**src/shared/tape_pkg.sv**
```systemverilog
/*
 * constants and types for the tape recorder serial channel.
 * assumes one 250 MHz clock and 8-bit words framed 8N1.
 */
package tape_pkg;
    localparam int CLK_HZ = 250_000_000;
    localparam int BAUD = 9600;
    localparam int BIT_CYCLES = CLK_HZ / BAUD;
    localparam int WORD_BITS = 8;
    localparam int MODE_BIT = 11;
    localparam logic [7:0] SEL_CMD_PAT = 8'h6e;
    localparam logic [7:0] SEL_DATA_PAT = 8'h6f;
    localparam logic [7:0] CHAN5_PAT = 8'h8a;
    localparam logic [3:0] REG_STATUS = 4'h0;
    localparam logic [3:0] REG_MASK = 4'h4;
    localparam logic [3:0] REG_STATE = 4'h8;
    localparam logic [3:0] MASK_RST = 4'h0;
    localparam logic [36:0] SYNC_RST = 37'h1fffffffff;
    localparam int EV_RX = 0;
    localparam int EV_TX = 1;
    localparam int EV_OVR = 2;
    localparam int EV_FERR = 3;
    localparam int ST_RX_READY = 0;
    localparam int ST_TX_EMPTY = 1;
    localparam int ST_TAPE = 2;
    typedef enum logic [1:0] {
        SER_IDLE = 2'b00,
        SER_START = 2'b01,
        SER_DATA = 2'b10,
        SER_STOP = 2'b11
    } ser_state_t;
endpackage

```
**src/shared/rx_link_if.sv**
```systemverilog
/*
 * link between the channel core and its serial receiver.
 * assumes line is already synchronised to the core clock.
 */
interface rx_link_if;
    logic line;
    logic [7:0] word;
    logic valid;
    logic frame_err;
    modport rx (input line, output word, valid, frame_err);
    modport core (output line, input word, valid, frame_err);
endinterface

```
**src/core/tape_channel.sv**
```systemverilog
/*
 * tape recorder serial channel: bus decode, tape mode, transmitter,
 * receive holding, i/o done and interrupt registers.
 * assumes bus pins are asynchronous and are synchronised here.
 */
module tape_channel #(
    parameter int BIT_CYCLES = tape_pkg::BIT_CYCLES
) (
    // clock and reset
    input wire logic REF_CLK,
    input wire logic RESET,
    // processor i/o bus
    input wire logic [15:0] MAIN_ADDR_N,
    input wire logic ADDR0_SELECT_N,
    input wire logic IO_READ_STROBE_N,
    input wire logic IO_WRITE_STROBE_N,
    input wire logic [15:0] MD_IN,
    output logic [15:0] MD_OUT,
    output logic MD_OE_N,
    output logic IO_DONE_N,
    output logic CHAN5_ENABLE_N,
    // tape link
    input wire logic SERIAL_RX_LINE,
    input wire logic TAPE_REPLY_LINE,
    output logic SERIAL_TX_LINE,
    output logic SET_READY_LINE,
    output logic CHAN_WRITE_LINE,
    // flags
    output logic RX_WORD_READY,
    output logic TX_BUF_EMPTY,
    // register port
    input wire logic [3:0] REG_ADDR,
    input wire logic [7:0] REG_WDATA,
    input wire logic REG_WR,
    input wire logic REG_RD,
    output logic [7:0] REG_RDATA,
    output logic IRQ
);
    localparam logic [15:0] FULL = 16'(BIT_CYCLES - 1);

    // pin synchroniser, first stage read only by the second
    logic [36:0] sync1_q, sync2_q;
    logic [15:0] s_addr_n, s_md;
    logic s_a0n, s_rd_n, s_wr_n, s_rxl, s_reply;

    always_ff @(posedge REF_CLK) begin
        if (RESET) begin
            sync1_q <= tape_pkg::SYNC_RST;
            sync2_q <= tape_pkg::SYNC_RST;
        end else begin
            sync1_q <= {MAIN_ADDR_N, ADDR0_SELECT_N, IO_READ_STROBE_N,
                        IO_WRITE_STROBE_N, MD_IN, SERIAL_RX_LINE,
                        TAPE_REPLY_LINE};
            sync2_q <= sync1_q;
        end
    end

    assign {s_addr_n, s_a0n, s_rd_n, s_wr_n, s_md, s_rxl, s_reply} =
        sync2_q;

    // address decode
    logic [15:0] addr;
    logic [7:0] key;
    logic hit_cmd, hit_data, hit_ch5, a0_low, sel_cmd, sel_data;
    logic rd_act, wr_act, rd_prev_q, wr_prev_q, rd_go, wr_go;

    assign addr = ~s_addr_n;
    assign key = {addr[15], addr[10:4]};
    assign hit_cmd = key == tape_pkg::SEL_CMD_PAT;
    assign hit_data = key == tape_pkg::SEL_DATA_PAT;
    assign hit_ch5 = key == tape_pkg::CHAN5_PAT;
    assign a0_low = !s_a0n;
    assign sel_cmd = (hit_cmd || hit_ch5) && a0_low;
    assign sel_data = (hit_data || hit_ch5) && !a0_low;
    assign rd_act = !s_rd_n;
    assign wr_act = !s_wr_n;
    // strobes are levels; act once on their leading edge
    assign rd_go = rd_act && !rd_prev_q;
    assign wr_go = wr_act && !wr_prev_q;

    always_ff @(posedge REF_CLK) begin
        if (RESET) begin
            rd_prev_q <= 1'b0;
            wr_prev_q <= 1'b0;
            CHAN5_ENABLE_N <= 1'b1;
        end else begin
            rd_prev_q <= rd_act;
            wr_prev_q <= wr_act;
            CHAN5_ENABLE_N <= !hit_ch5;
        end
    end

    // tape mode: steers the in/out multiplexer
    logic tape_mode_q;
    always_ff @(posedge REF_CLK) begin
        if (RESET) begin
            tape_mode_q <= 1'b0;
        end else if (wr_go && sel_cmd) begin
            tape_mode_q <= s_md[tape_pkg::MODE_BIT];
        end
    end

    assign SET_READY_LINE = tape_mode_q;
    assign CHAN_WRITE_LINE = tape_mode_q;

    // i/o done follows the strobe while this interface is addressed
    always_ff @(posedge REF_CLK) begin
        if (RESET) begin
            IO_DONE_N <= 1'b1;
        end else begin
            IO_DONE_N <= !((rd_act || wr_act)
                           && (sel_cmd || sel_data));
        end
    end

    // receiver and holding register
    rx_link_if lnk ();
    logic [7:0] rx_word_q;
    logic rx_ready_q;
    // tape replies arrive on their own lead in tape mode
    assign lnk.line = tape_mode_q ? s_reply : s_rxl;

    tape_rx #(
        .BIT_CYCLES(BIT_CYCLES)
    ) u_rx (
        .clk(REF_CLK),
        .rst(RESET),
        .lnk(lnk.rx)
    );

    always_ff @(posedge REF_CLK) begin
        if (RESET) begin
            rx_word_q <= 8'h00;
            rx_ready_q <= 1'b0;
        end else if (lnk.valid) begin
            // a new word wins over a read in the same cycle
            rx_word_q <= lnk.word;
            rx_ready_q <= 1'b1;
        end else if (rd_go && sel_data) begin
            rx_ready_q <= 1'b0;
        end
    end

    assign RX_WORD_READY = rx_ready_q;

    // read data back onto the bus
    logic [7:0] status;
    assign status = {5'h00, tape_mode_q, TX_BUF_EMPTY, rx_ready_q};

    always_ff @(posedge REF_CLK) begin
        if (RESET) begin
            MD_OUT <= 16'h0000;
            MD_OE_N <= 1'b1;
        end else begin
            MD_OE_N <= !(rd_act && (sel_cmd || sel_data));
            if (rd_act && sel_data) begin
                MD_OUT <= {8'h00, rx_word_q};
            end else if (rd_act && sel_cmd) begin
                MD_OUT <= {8'h00, status};
            end
        end
    end

    // send buffer; a write while full is dropped and flagged
    logic [7:0] tx_buf_q;
    logic tx_empty_q, tx_load, tx_take;
    tape_pkg::ser_state_t tx_st_q;

    assign tx_load = wr_go && sel_data && tx_empty_q;
    assign tx_take = tx_st_q == tape_pkg::SER_IDLE && !tx_empty_q;

    always_ff @(posedge REF_CLK) begin
        if (RESET) begin
            tx_buf_q <= 8'h00;
            tx_empty_q <= 1'b1;
        end else if (tx_load) begin
            tx_buf_q <= s_md[7:0];
            tx_empty_q <= 1'b0;
        end else if (tx_take) begin
            tx_empty_q <= 1'b1;
        end
    end

    assign TX_BUF_EMPTY = tx_empty_q;

    // baud divider restarts with each frame so the start bit lasts a full bit time
    logic [15:0] baud_q;
    logic tick;
    assign tick = baud_q == 16'h0000
                  && tx_st_q != tape_pkg::SER_IDLE;

    always_ff @(posedge REF_CLK) begin
        if (RESET) begin
            baud_q <= 16'h0000;
        end else if (tx_take || baud_q == 16'h0000) begin
            baud_q <= FULL;
        end else begin
            baud_q <= baud_q - 16'h0001;
        end
    end

    // transmitter
    logic [7:0] tx_sh_q;
    logic [2:0] tx_bit_q;

    always_ff @(posedge REF_CLK) begin
        if (RESET) begin
            tx_st_q <= tape_pkg::SER_IDLE;
            tx_sh_q <= 8'h00;
            tx_bit_q <= 3'h0;
            SERIAL_TX_LINE <= 1'b1;
        end else begin
            unique case (tx_st_q)
                tape_pkg::SER_IDLE: begin
                    if (tx_take) begin
                        tx_sh_q <= tx_buf_q;
                        SERIAL_TX_LINE <= 1'b0;
                        tx_st_q <= tape_pkg::SER_START;
                    end
                end
                tape_pkg::SER_START: begin
                    if (tick) begin
                        SERIAL_TX_LINE <= tx_sh_q[0];
                        tx_sh_q <= {1'b0, tx_sh_q[7:1]};
                        tx_bit_q <= 3'h0;
                        tx_st_q <= tape_pkg::SER_DATA;
                    end
                end
                tape_pkg::SER_DATA: begin
                    if (tick && tx_bit_q == 3'h7) begin
                        SERIAL_TX_LINE <= 1'b1;
                        tx_st_q <= tape_pkg::SER_STOP;
                    end else if (tick) begin
                        SERIAL_TX_LINE <= tx_sh_q[0];
                        tx_sh_q <= {1'b0, tx_sh_q[7:1]};
                        tx_bit_q <= tx_bit_q + 3'h1;
                    end
                end
                tape_pkg::SER_STOP: begin
                    if (tick) begin
                        tx_st_q <= tape_pkg::SER_IDLE;
                    end
                end
            endcase
        end
    end

    // interrupt status and mask
    logic [3:0] sts_q, mask_q, ev, clr;

    assign ev[tape_pkg::EV_RX] = lnk.valid;
    assign ev[tape_pkg::EV_TX] = tx_take;
    assign ev[tape_pkg::EV_OVR] = (lnk.valid && rx_ready_q)
                                  || (wr_go && sel_data && !tx_empty_q);
    assign ev[tape_pkg::EV_FERR] = lnk.frame_err;
    assign clr = (REG_WR && REG_ADDR == tape_pkg::REG_STATUS)
                 ? REG_WDATA[3:0] : 4'h0;

    always_ff @(posedge REF_CLK) begin
        if (RESET) begin
            sts_q <= 4'h0;
        end else begin
            // set wins over a clear in the same cycle
            sts_q <= (sts_q & ~clr) | ev;
        end
    end

    always_ff @(posedge REF_CLK) begin
        if (RESET) begin
            mask_q <= tape_pkg::MASK_RST;
        end else if (REG_WR && REG_ADDR == tape_pkg::REG_MASK) begin
            mask_q <= REG_WDATA[3:0];
        end
    end

    assign IRQ = |(sts_q & mask_q);

    always_ff @(posedge REF_CLK) begin
        if (RESET || !REG_RD) begin
            REG_RDATA <= 8'h00;
        end else begin
            unique case (REG_ADDR)
                tape_pkg::REG_STATUS: REG_RDATA <= {4'h0, sts_q};
                tape_pkg::REG_MASK: REG_RDATA <= {4'h0, mask_q};
                tape_pkg::REG_STATE: REG_RDATA <= status;
                default: REG_RDATA <= 8'h00;
            endcase
        end
    end
endmodule // tape_channel

```
**src/core/tape_rx.sv**
```systemverilog
/*
 * serial-to-parallel receiver, 8N1, sampling at bit centre.
 * assumes a synchronised line and a synchronous active-high reset.
 */
module tape_rx #(
    parameter int BIT_CYCLES = tape_pkg::BIT_CYCLES
) (
    // clock and reset
    input wire logic clk,
    input wire logic rst,
    // link to core
    rx_link_if.rx lnk
);
    localparam logic [15:0] FULL = 16'(BIT_CYCLES - 1);
    localparam logic [15:0] HALF = 16'(BIT_CYCLES / 2 - 1);

    tape_pkg::ser_state_t st_q;
    logic [15:0] cnt_q;
    logic [2:0] bit_q;
    logic [7:0] sh_q;

    always_ff @(posedge clk) begin
        if (rst) begin
            st_q <= tape_pkg::SER_IDLE;
            cnt_q <= 16'h0000;
            bit_q <= 3'h0;
            sh_q <= 8'h00;
            lnk.word <= 8'h00;
            lnk.valid <= 1'b0;
            lnk.frame_err <= 1'b0;
        end else begin
            lnk.valid <= 1'b0;
            lnk.frame_err <= 1'b0;
            unique case (st_q)
                tape_pkg::SER_IDLE: begin
                    if (!lnk.line) begin
                        st_q <= tape_pkg::SER_START;
                        cnt_q <= HALF;
                    end
                end
                tape_pkg::SER_START: begin
                    if (cnt_q != 16'h0000) begin
                        cnt_q <= cnt_q - 16'h0001;
                    end else if (!lnk.line) begin
                        st_q <= tape_pkg::SER_DATA;
                        cnt_q <= FULL;
                        bit_q <= 3'h0;
                    end else begin
                        // glitch, not a start bit
                        st_q <= tape_pkg::SER_IDLE;
                    end
                end
                tape_pkg::SER_DATA: begin
                    if (cnt_q != 16'h0000) begin
                        cnt_q <= cnt_q - 16'h0001;
                    end else begin
                        sh_q <= {lnk.line, sh_q[7:1]};
                        cnt_q <= FULL;
                        bit_q <= bit_q + 3'h1;
                        if (bit_q == 3'h7) begin
                            st_q <= tape_pkg::SER_STOP;
                        end
                    end
                end
                tape_pkg::SER_STOP: begin
                    if (cnt_q != 16'h0000) begin
                        cnt_q <= cnt_q - 16'h0001;
                    end else begin
                        lnk.word <= sh_q;
                        lnk.valid <= 1'b1;
                        lnk.frame_err <= !lnk.line;
                        st_q <= tape_pkg::SER_IDLE;
                    end
                end
            endcase
        end
    end
endmodule // tape_rx

```
**config.mk**
```make
export PLATFORM = sky130hd
export DESIGN_NAME = tape_channel
export DESIGN_NICKNAME = d
export VERILOG_FILES = /design/src/shared/tape_pkg.sv /design/src/shared/rx_link_if.sv /design/src/core/tape_channel.sv /design/src/core/tape_rx.sv
export SDC_FILE = /design/constraint.sdc
export NUM_CORES = 1
export LEC_CHECK = 0
export BUFFER_PORTS_ARGS = -buffer_cell sky130_fd_sc_hd__buf_4
export CORE_AREA = 2 2 148 150
export DETAILED_ROUTE_END_ITERATION = 8
export DIE_AREA = 0 0 150 152
export GPL_ROUTABILITY_DRIVEN = 1
export PLACE_DENSITY = 0.5
export SETUP_SLACK_MARGIN = 0.5
export SKIP_CTS_REPAIR_TIMING = 1
export SYNTH_ARGS = -nofsm -noshare
export SYNTH_HDL_FRONTEND = slang
export SYNTH_SLANG_ARGS = --single-unit
```
**constraint.sdc**
```tcl
create_clock -name REF_CLK -period 6.47 [get_ports REF_CLK]
set_clock_uncertainty 0.05 [all_clocks]
set_input_delay 0.647 -clock REF_CLK [delete_from_list [all_inputs] [get_ports REF_CLK]]
set_output_delay 0.647 -clock REF_CLK [all_outputs]
set_load 0.05 [all_outputs]
```
Yosys cells after proc, flatten, opt, wreduce, memory -nomap -nowiden
Index checks and enable logic that the tools add are counted.
- add/subtract/negate cells: 4
- bitwise operators: 7
- reduce and logical (&&, ||, !) cells: 62
- mux-type cells: 45
- eq/ne operators: 27
- operators with widths (cell ; count):
    two-way mux 16 bit ; 5
    case mux 16 bit (4 select lines) ; 1
    two-way mux 8 bit ; 5
    subtractor 16 x 1 -> 16 bit (second input constant) ; 2
    case mux 8 bit (3 select lines) ; 1
    != test 2 bit (second input constant) ; 11
    two-way mux 2 bit ; 10
    logical AND 1 bit ; 19
    two-way mux 3 bit ; 6
    == test 8 x 7 -> 1 bit (second input constant) ; 2
    logical NOT 16 bit ; 1
    NOT 16 bit ; 1
    case mux 2 bit (4 select lines) ; 2
    nonzero test 16 bit ; 1
    two-way mux 15 bit ; 1
    case mux 3 bit (2 select lines) ; 2
    case mux 4 bit (3 select lines) ; 1
    AND reduction 4 bit ; 3
    nonzero test 2 bit ; 6
    logical NOT 1 bit ; 11
    two-way mux 1 bit ; 9
    bitwise AND 4 bit ; 2
    == test 2 bit (second input constant) ; 4
    == test 8 bit (second input constant) ; 1
    other kinds (22) ; 38
- input bits: 53
- register bits: 191
- word-level logic and storage cells: 174
- output and inout bits: 33

Logic depth before layout (Yosys ltp)
Gate-level depths: netlist of the first run.
- word-level depth: 8
- mapped depth: 9
- gate-level depth less buffers: 7

Hierarchy
A second synthesis of the first run with hierarchy kept.
- cells, all modules: 722
- area total of the unflattened synthesis: 6640.1 um2
- modules (own cells, without submodules) (module ; times used ; cells an instance ; sequential area each (um2) ; area each (um2)):
    tape_channel ; 1 ; 477 ; 2362.3 ; 4616.9
    tape_rx ; 1 ; 245 ; 780.7 ; 2023.2

Worst setup path after synthesis of the first run
Ideal clock, no wire load.
- path kind: register to register
- start point: register u_rx.cnt_q[0]
- end point: register u_rx.cnt_q[12]
- arrival time: 2.222 ns
- library setup time: 0.119 ns
- data required time: 6.301 ns
- buffers on the path: 2
- cell stages (with the launch flop): 10
- slack: 4.079 ns
- period minus slack after synthesis: 2.391 ns
- cell sequence: dfxtp_1 > inv_1 > ha_1 > or4b_1 > or4_4 > buf_6 > o21a_4 > buf_6 > o21a_1 > o221a_1
- word-level cells in the longest chain between the ends: 3
- elaborated cells between the ends (all ways): 9
- classes of those cells: add/sub: 1; eq/ne: 2; mux: 4; reduce/logical: 2
- ends and longest elaborated chain (what ; RTL line ; source):
    start, declared ; tape_rx.sv:18 ; logic [15:0] cnt_q;
    start signal, assigned ; tape_rx.sv:43 ; cnt_q <= cnt_q - 16'h0001;
    start signal, assigned ; tape_rx.sv:55 ; cnt_q <= cnt_q - 16'h0001;
    start signal, assigned ; tape_rx.sv:67 ; cnt_q <= cnt_q - 16'h0001;
    subtractor 16 x 1 -> 16 bit or nonzero test 16 bit (tied branches) ; n/a ;
    two-way mux 16 bit, or another cell as far along ; tape_rx.sv:66 ; if (cnt_q != 16'h0000) begin
    case mux 16 bit (4 select lines) or AND reduction 3 bit (tied branches) ; n/a ;
Parallel ways exist; a longest one is shown, timed or not. The select of a mux whose other input is x is not followed.
A chain may end at the register's enable or synchronous reset.

Worst setup path in the final report of the first run
- start point: register baud_q[2]
- end point: register SERIAL_TX_LINE
- word-level cells in the longest chain between the ends: 5
- elaborated cells between the ends (all ways): 6
- classes of those cells: mux: 3; reduce/logical: 3
- ends and longest elaborated chain (what ; RTL line ; source):
    start, declared ; tape_channel.sv:187 ; logic [15:0] baud_q;
    start signal, assigned ; tape_channel.sv:198 ; baud_q <= baud_q - 16'h0001;
    logical NOT 16 bit (*) ; tape_channel.sv:189 ; assign tick = baud_q == 16'h0000
    logical AND 1 bit (*) ; tape_channel.sv:190 ; && tx_st_q != tape_pkg::SER_IDLE;
    two-way mux 1 bit or logical AND 1 bit (tied branches) ; n/a ;
    two-way mux 1 bit ; tape_channel.sv:230 ; if (tick && tx_bit_q == 3'h7) begin
    case mux 1 bit (3 select lines) (*) ; tape_channel.sv:213 ; unique case (tx_st_q)
    end signal, assigned ; tape_channel.sv:223 ; SERIAL_TX_LINE <= tx_sh_q[0];
    end signal, assigned ; tape_channel.sv:234 ; SERIAL_TX_LINE <= tx_sh_q[0];
    end, declared ; tape_channel.sv:25 ; output logic SERIAL_TX_LINE,
Every way passes the cells marked *; elsewhere a longest branch is shown, timed or not.

==> results of run 1 <==
==> cells in the mapped netlist, types with 2 or more instances <==
cell type  instances
o31a_1             2
or3_1              2
a22oi_1            9
o2111ai_1          3
nor4_1            10
and2_1             6
a31o_2             4
xor2_1             8
dfxtp_1          157
o21ai_1            2
a21o_1             5
nand2_1           62
nand4_1            7
or4_4              3
nor2_1            76
a311oi_1           8
a21oi_1           56
buf_1              5
or2_2             45
ha_1              17
nor2b_1            5
a221o_1            4
nand2b_1           3
or4_1              4
a211oi_1           6
buf_4             13
nor4b_1            4
o221a_2            4
inv_1             16
xnor2_1            8
nor3b_1            4
o211a_1            3
o22ai_1            2
buf_6              2
nor3_1            18
o21ai_0           11
clkbuf_1          23
mux2i_1           35
o31ai_1            2
nand3_1            9
==> logic make-up after synthesis <==
| group | after synthesis | synth area share, % |
|---|---|---|
| and+or+nand+nor | 264 | 20.4 |
| DFF | 157 | 48.6 |
| AOI/OAI and AO/OA | 141 | 15.4 |
| buffers and inverters | 60 | 4.49 |
| muxes | 36 | 5.59 |
| adders and majority gates | 17 | 3.29 |
| xor gates and xnor gates | 16 | 2.17 |
| other | 1 | 0.0580 |
==> flip-flops by register name, indices dropped and copies added, names as in the netlist, 2 cells and up, named ones only <==
register and count:
baud_q 16, u_rx.bit_q 3, tx_bit_q 3, tx_st_q 2, MD_OUT 8, REG_RDATA 4, u_rx.cnt_q 16, sync2_q 22
tx_buf_q 8, sts_q 4, rx_word_q 8, u_rx.lnk.word 8, tx_sh_q 8, sync1_q 22, u_rx.sh_q 8, mask_q 4
==> where the power goes <==
group          switching (uW)  internal (uW)
clock network             420            498
logic                     443            306
registers                92.8           1070
==> how the worst max path moves through the flow <==
| stage | from | end | slack [ns] |
|---|---|---|---|
| 2_1_floorplan | u_rx.cnt_q[0]$_SDFFE_PP0P_ | u_rx.cnt_q[12]$_SDFFE_PP0P_ | 4.08 |
| 3_3_place_gp | RESET | baud_q[15]$_SDFF_PP0_ | 3.28 |
| 3_5_place_dp | RESET | baud_q[2]$_SDFF_PP0_ | 3.31 |
| 4_1_cts | baud_q[2]$_SDFF_PP0_ | SERIAL_TX_LINE$_SDFFE_PP1P_ | 3.54 |
| 5_1_grt | baud_q[2]$_SDFF_PP0_ | SERIAL_TX_LINE$_SDFFE_PP1P_ | 3.21 |
| 6_report | baud_q[2]$_SDFF_PP0_ | SERIAL_TX_LINE$_SDFFE_PP1P_ | 3.45 |
==> worst max-delay path, cell delays in order (launching register included) <==
cell and delay [ns]:
dfxtp_1 0.34, nor3_1 0.59, nand4_1 0.40, o21ai_1 0.90, o21ai_0 0.24, a221o_1 0.38
==> through the flow <==
step / hold slack [ns] / cells
floorplan: 0.339 / 703
finish: 0.353 / 1027
global route: 0.334 / 1027
CTS: 0.332 / 1027
global placement: 0.342 / 995
detailed placement: 0.342 / 995
==> metal layers <==
layer,track usage [%],vias up
met1,17.3,2191
li1,-,2509
met2,17.9,84
met4,4.31,0
met3,3.78,12
met5,0,-
==> layout make-up <==
class / instances / area share [%]
well taps: 280 / 4.62
multi-input cells: 486 / 40.5
flip-flops and latches: 157 / 41.4
clock buffers: 18 / 5.65
clock inverters: 14 / 1.48
repair buffers: 56 / 5.54
inverters: 16 / 0.791
==> impl_metrics.json, run 1 <==
{
  "gp_congestion": 0.801,
  "dieHeight_um": 152,
  "cts_buffer_depth": 2,
  "synth.avg_cell_area_sq_um": 9.35,
  "synthDistinctLibCells": 69,
  "grt_pass1_vias": 4481,
  "cts_tree": "done",
  "initial_core_util_pct": 30.3,
  "reg2reg_depth": 5,
  "cp_max_fo": 16,
  "hp-class": "primary input to flop",
  "worstHoldStart": "MAIN_ADDR_N[8]",
  "post-route-period-util_pct": 46.7,
  "ys.flop_type": "dfxtp_1",
  "hpwlAfterDp_um": 9360,
  "row_count": 54,
  "mostFrequentLayoutCells": "157 x dfxtp_1, 76 x nor2_1, 62 x nand2_1, 56 x a21oi_1, 56 x buf_4",
  "synth_seq_area_share_pct": 48.6,
  "netlist_area_sq_um": 6470,
  "clock-sinks": 157,
  "finish.utilization_pct": 35.6,
  "outcome": "finished clean",
  "cts_buffers": 17,
  "dr.pass1.iters": 5,
  "seqCellArea_sq_um": 3140,
  "syn_inst": 692,
  "diodes": 0,
  "wl_per_cell_um": 13.5,
  "r2r-start": "baud_q[2]$_SDFF_PP0_",
  "area_delta_synth_final_pct": 17.4,
  "viasPerCell": 4.67,
  "dr_wl_met2_um": 5840,
  "fp.coreArea_sq_um": 21400,
  "vias": 4796,
  "pin_count": 86,
  "crit_arrival_ns": 3.28,
  "period_minus_slack_ns": 3.02,
  "ys_seq_elements": 157,
  "grt_pass1_wl_um": 22500,
  "nFillCells": 2237,
  "rsz0062_at_grt": "no",
  "met3_length_um": 606,
  "setup_ws_ns": 3.45,
  "overflow": 0,
  "required_ns": 6.73,
  "nets": 804,
  "min_path_cells": 2,
  "synth_top_area_share_pct": 48.6,
  "multiInputGateArea_sq_um": 3080,
  "ir_drop_mv": 0.137,
  "portBuffers": 54,
  "post-place-ws_ns": 3.31,
  "clk_pin_slew_ns": 0.07,
  "grt_max_degree": 71,
  "clk_latency_ns": 0.42,
  "max_cap_viol_count": 0,
  "die-area_sq_um": 22800,
  "synth-warning-count": 0,
  "setup_viol": 0,
  "tns_ns": 0,
  "final_area_sq_um": 7590,
  "synthArstFlopShare_pct": 0,
  "ant_nets": 0,
  "cts_root_buf": "clkbuf_16",
  "worstSetupPathType": "flop to flop",
  "synth_top_cell_by_area": "dfxtp_1",
  "drive_above_1_share_pct": 20.2,
  "synth-edff-count": 0,
  "drc": 0,
  "wl_um": 13900,
  "hold_end": "sync1_q[29]$_SDFF_PP1_",
  "final_common_cell": "dfxtp_1",
  "reg2reg_slack_ns": 3.45,
  "slew_headroom_pct": 30.9,
  "die_w_um": 150,
  "tightest_slew_ns": 1.03,
  "wl_met1_um": 7210,
  "antenna_found_initial": 0,
  "hold_viol_final": 0,
  "grtUsageTotal_pct": 12.4,
  "h-tree-depth": 4,
  "r2r-end": "SERIAL_TX_LINE$_SDFFE_PP1P_",
  "end_kind": "flop",
  "post_dp_cell_area_sq_um": 7050,
  "slew_viol_final": 0,
  "dr.max_layer_used": "met4",
  "drt_iter0_markers": 220,
  "p_leak_uw": 0.00295,
  "synth_area_leaders": "dfxtp_1 49%, mux2i_1 5.4%, nor2_1 4.4%, or2_2 4.4%, a21oi_1 4.3%",
  "fmax_mhz": 331,
  "totalPowerFinal_uw": 2830,
  "critPathLaunchType": "flop",
  "power-per-cell-area_nw_per_um2": 372
}
Power figures use the tool's default switching activity.
==> run 2: changes to the inputs <==
==> constraint.sdc (replaced) <==
create_clock -name REF_CLK -period 3 [get_ports REF_CLK]
set_clock_uncertainty 0.05 [all_clocks]
set_input_delay 0.3 -clock REF_CLK [delete_from_list [all_inputs] [get_ports REF_CLK]]
set_output_delay 0.3 -clock REF_CLK [all_outputs]
set_load 0.05 [all_outputs]
==> impl_metrics.json, run 2 (synthesis results as in run 1) <==
{
  "r2r-end": "u_rx.cnt_q[9]$_SDFFE_PP0P_",
  "wl_um": 14200,
  "grt_pass1_vias": 4509,
  "min_path_cells": 2,
  "mostFrequentLayoutCells": "155 x dfxtp_1, 75 x nor2_1, 73 x buf_4, 62 x nand2_1, 55 x a21oi_1",
  "cts_root_buf": "clkbuf_16",
  "fp.coreArea_sq_um": 21400,
  "h-tree-depth": 4,
  "overflow": 0,
  "dieHeight_um": 152,
  "nets": 830,
  "r2r-start": "u_rx.cnt_q[0]$_SDFFE_PP0P_",
  "hpwlAfterDp_um": 9630,
  "grtUsageTotal_pct": 12.7,
  "placedCellCount": 1005,
  "setup_viol": 0,
  "multiInputGateArea_sq_um": 3140,
  "final_area_sq_um": 7950,
  "initial_core_util_pct": 30.3,
  "nFillCells": 2204,
  "required_ns": 3.26,
  "vias": 4896,
  "pin_count": 86,
  "portBuffers": 54,
  "area_delta_synth_final_pct": 23.0,
  "diodes": 0,
  "wl_per_cell_um": 13.5,
  "post_dp_cell_area_sq_um": 7120,
  "end_kind": "flop",
  "drt_iter0_markers": 184,
  "crit_chain": "inv_2 > ha_4 > or4b_4 > or4_4 > a21oi_4 > buf_6 > a21oi_2 > o221a_2",
  "p_leak_uw": 0.00312,
  "drive_above_1_share_pct": 23.4,
  "cts_buffer_depth": 2,
  "slowest_stage": "or4_4",
  "die_w_um": 150,
  "slew_viol_final": 0,
  "hp-class": "primary input to flop",
  "critPathLaunchType": "flop",
  "crit_arrival_ns": 2.75,
  "post-route-period-util_pct": 83.0,
  "die-area_sq_um": 22800,
  "hold_viol_final": 0,
  "gp_congestion": 0.802,
  "antenna_found_initial": 0,
  "ir_drop_mv": 0.319,
  "reg_top3": "sync1_q x22, sync2_q x22",
  "period_minus_slack_ns": 2.49,
  "clk_latency_ns": 0.42,
  "power-per-cell-area_nw_per_um2": 837,
  "reg2reg_slack_ns": 0.51,
  "dr.pass1.iters": 4,
  "viasPerCell": 4.65,
  "cp_max_fo": 8,
  "grt_pass1_wl_um": 23100,
  "clk_pin_slew_ns": 0.06,
  "fin_cells": 1053,
  "final_common_cell": "dfxtp_1",
  "rsz0062_at_grt": "yes",
  "clock-sinks": 157,
  "ant_nets": 0,
  "outcome": "finished clean",
  "slew_headroom_pct": 54.4,
  "cts_buffers": 17,
  "slowest_delay_ns": 0.63,
  "fmax_mhz": 402,
  "tns_ns": 0,
  "max_cap_viol_count": 0,
  "hold_end": "sync1_q[7]$_SDFF_PP1_",
  "tightest_slew_ns": 0.684,
  "worstHoldStart": "MD_IN[5]",
  "row_count": 54,
  "worstSetupPathType": "flop to flop",
  "seqCellArea_sq_um": 3150,
  "cts_tree": "done",
  "grt_max_degree": 66,
  "drc": 0,
  "reg2reg_depth": 8
}
## run 2: layout make-up
cell class / instances / share of cell area [%]
Multi-Input combinational cell: 487 / 39.4
Inverter: 16 / 0.755
Clock buffer: 21 / 5.66
Sequential cell: 157 / 39.5
Clock inverter: 11 / 2.28
Timing Repair Buffer: 81 / 7.91
Tap cell: 280 / 4.40
## run 2: worst max path at each step
stage | cells past startpoint | endpoint | startpoint
5_1_grt | 8 | u_rx.cnt_q[9]$_SDFFE_PP0P_ | u_rx.cnt_q[0]$_SDFFE_PP0P_
4_1_cts | 7 | u_rx.cnt_q[2]$_SDFFE_PP0P_ | u_rx.cnt_q[0]$_SDFFE_PP0P_
2_1_floorplan | 9 | u_rx.cnt_q[12]$_SDFFE_PP0P_ | u_rx.cnt_q[0]$_SDFFE_PP0P_
3_5_place_dp | 7 | u_rx.cnt_q[2]$_SDFFE_PP0P_ | u_rx.cnt_q[0]$_SDFFE_PP0P_
3_3_place_gp | 7 | u_rx.cnt_q[2]$_SDFFE_PP0P_ | u_rx.cnt_q[0]$_SDFFE_PP0P_
6_report | 8 | u_rx.cnt_q[9]$_SDFFE_PP0P_ | u_rx.cnt_q[0]$_SDFFE_PP0P_
## run 2: stage by stage
step                hold WS (ns)  setup slack, ns  util, %  power (uW)
finish                    0.0125            0.509     37.3        6660
global route            0.000500            0.470     37.3        7060
CTS                     -0.00773            0.433     36.3        6550
detailed placement         0.342            0.445     33.4        4210
global placement           0.344            0.451     33.4        4210
floorplan                  0.339            0.609        -        3840
## run 2: where the power goes
part	leakage [uW]	switching (uW)	internal (uW)
registers	0.00128	200	2300
logic	0.00154	1030	821
clock network	0.000300	879	1430
## run 2: critical path: cells and delay by family (launching register included)
| family | cells | cell delay, ns |
|---|---|---|
| buffers and inverters | 2 | 0.23 |
| flip-flops | 1 | 0.34 |
| AND/OR/NAND/NOR | 2 | 1.11 |
| AO/OA/AOI/OAI | 3 | 0.53 |
| adder cells (fa/ha/maj) | 1 | 0.12 |
## run 2: routing by layer
layer	wire length, um	global-route usage [%]	part of all wire (%)
met1	7160	18.1	50
met5	0	0	0
met4	210	4.63	1.5
met2	6230	18.5	44
met3	621	3.27	4.4
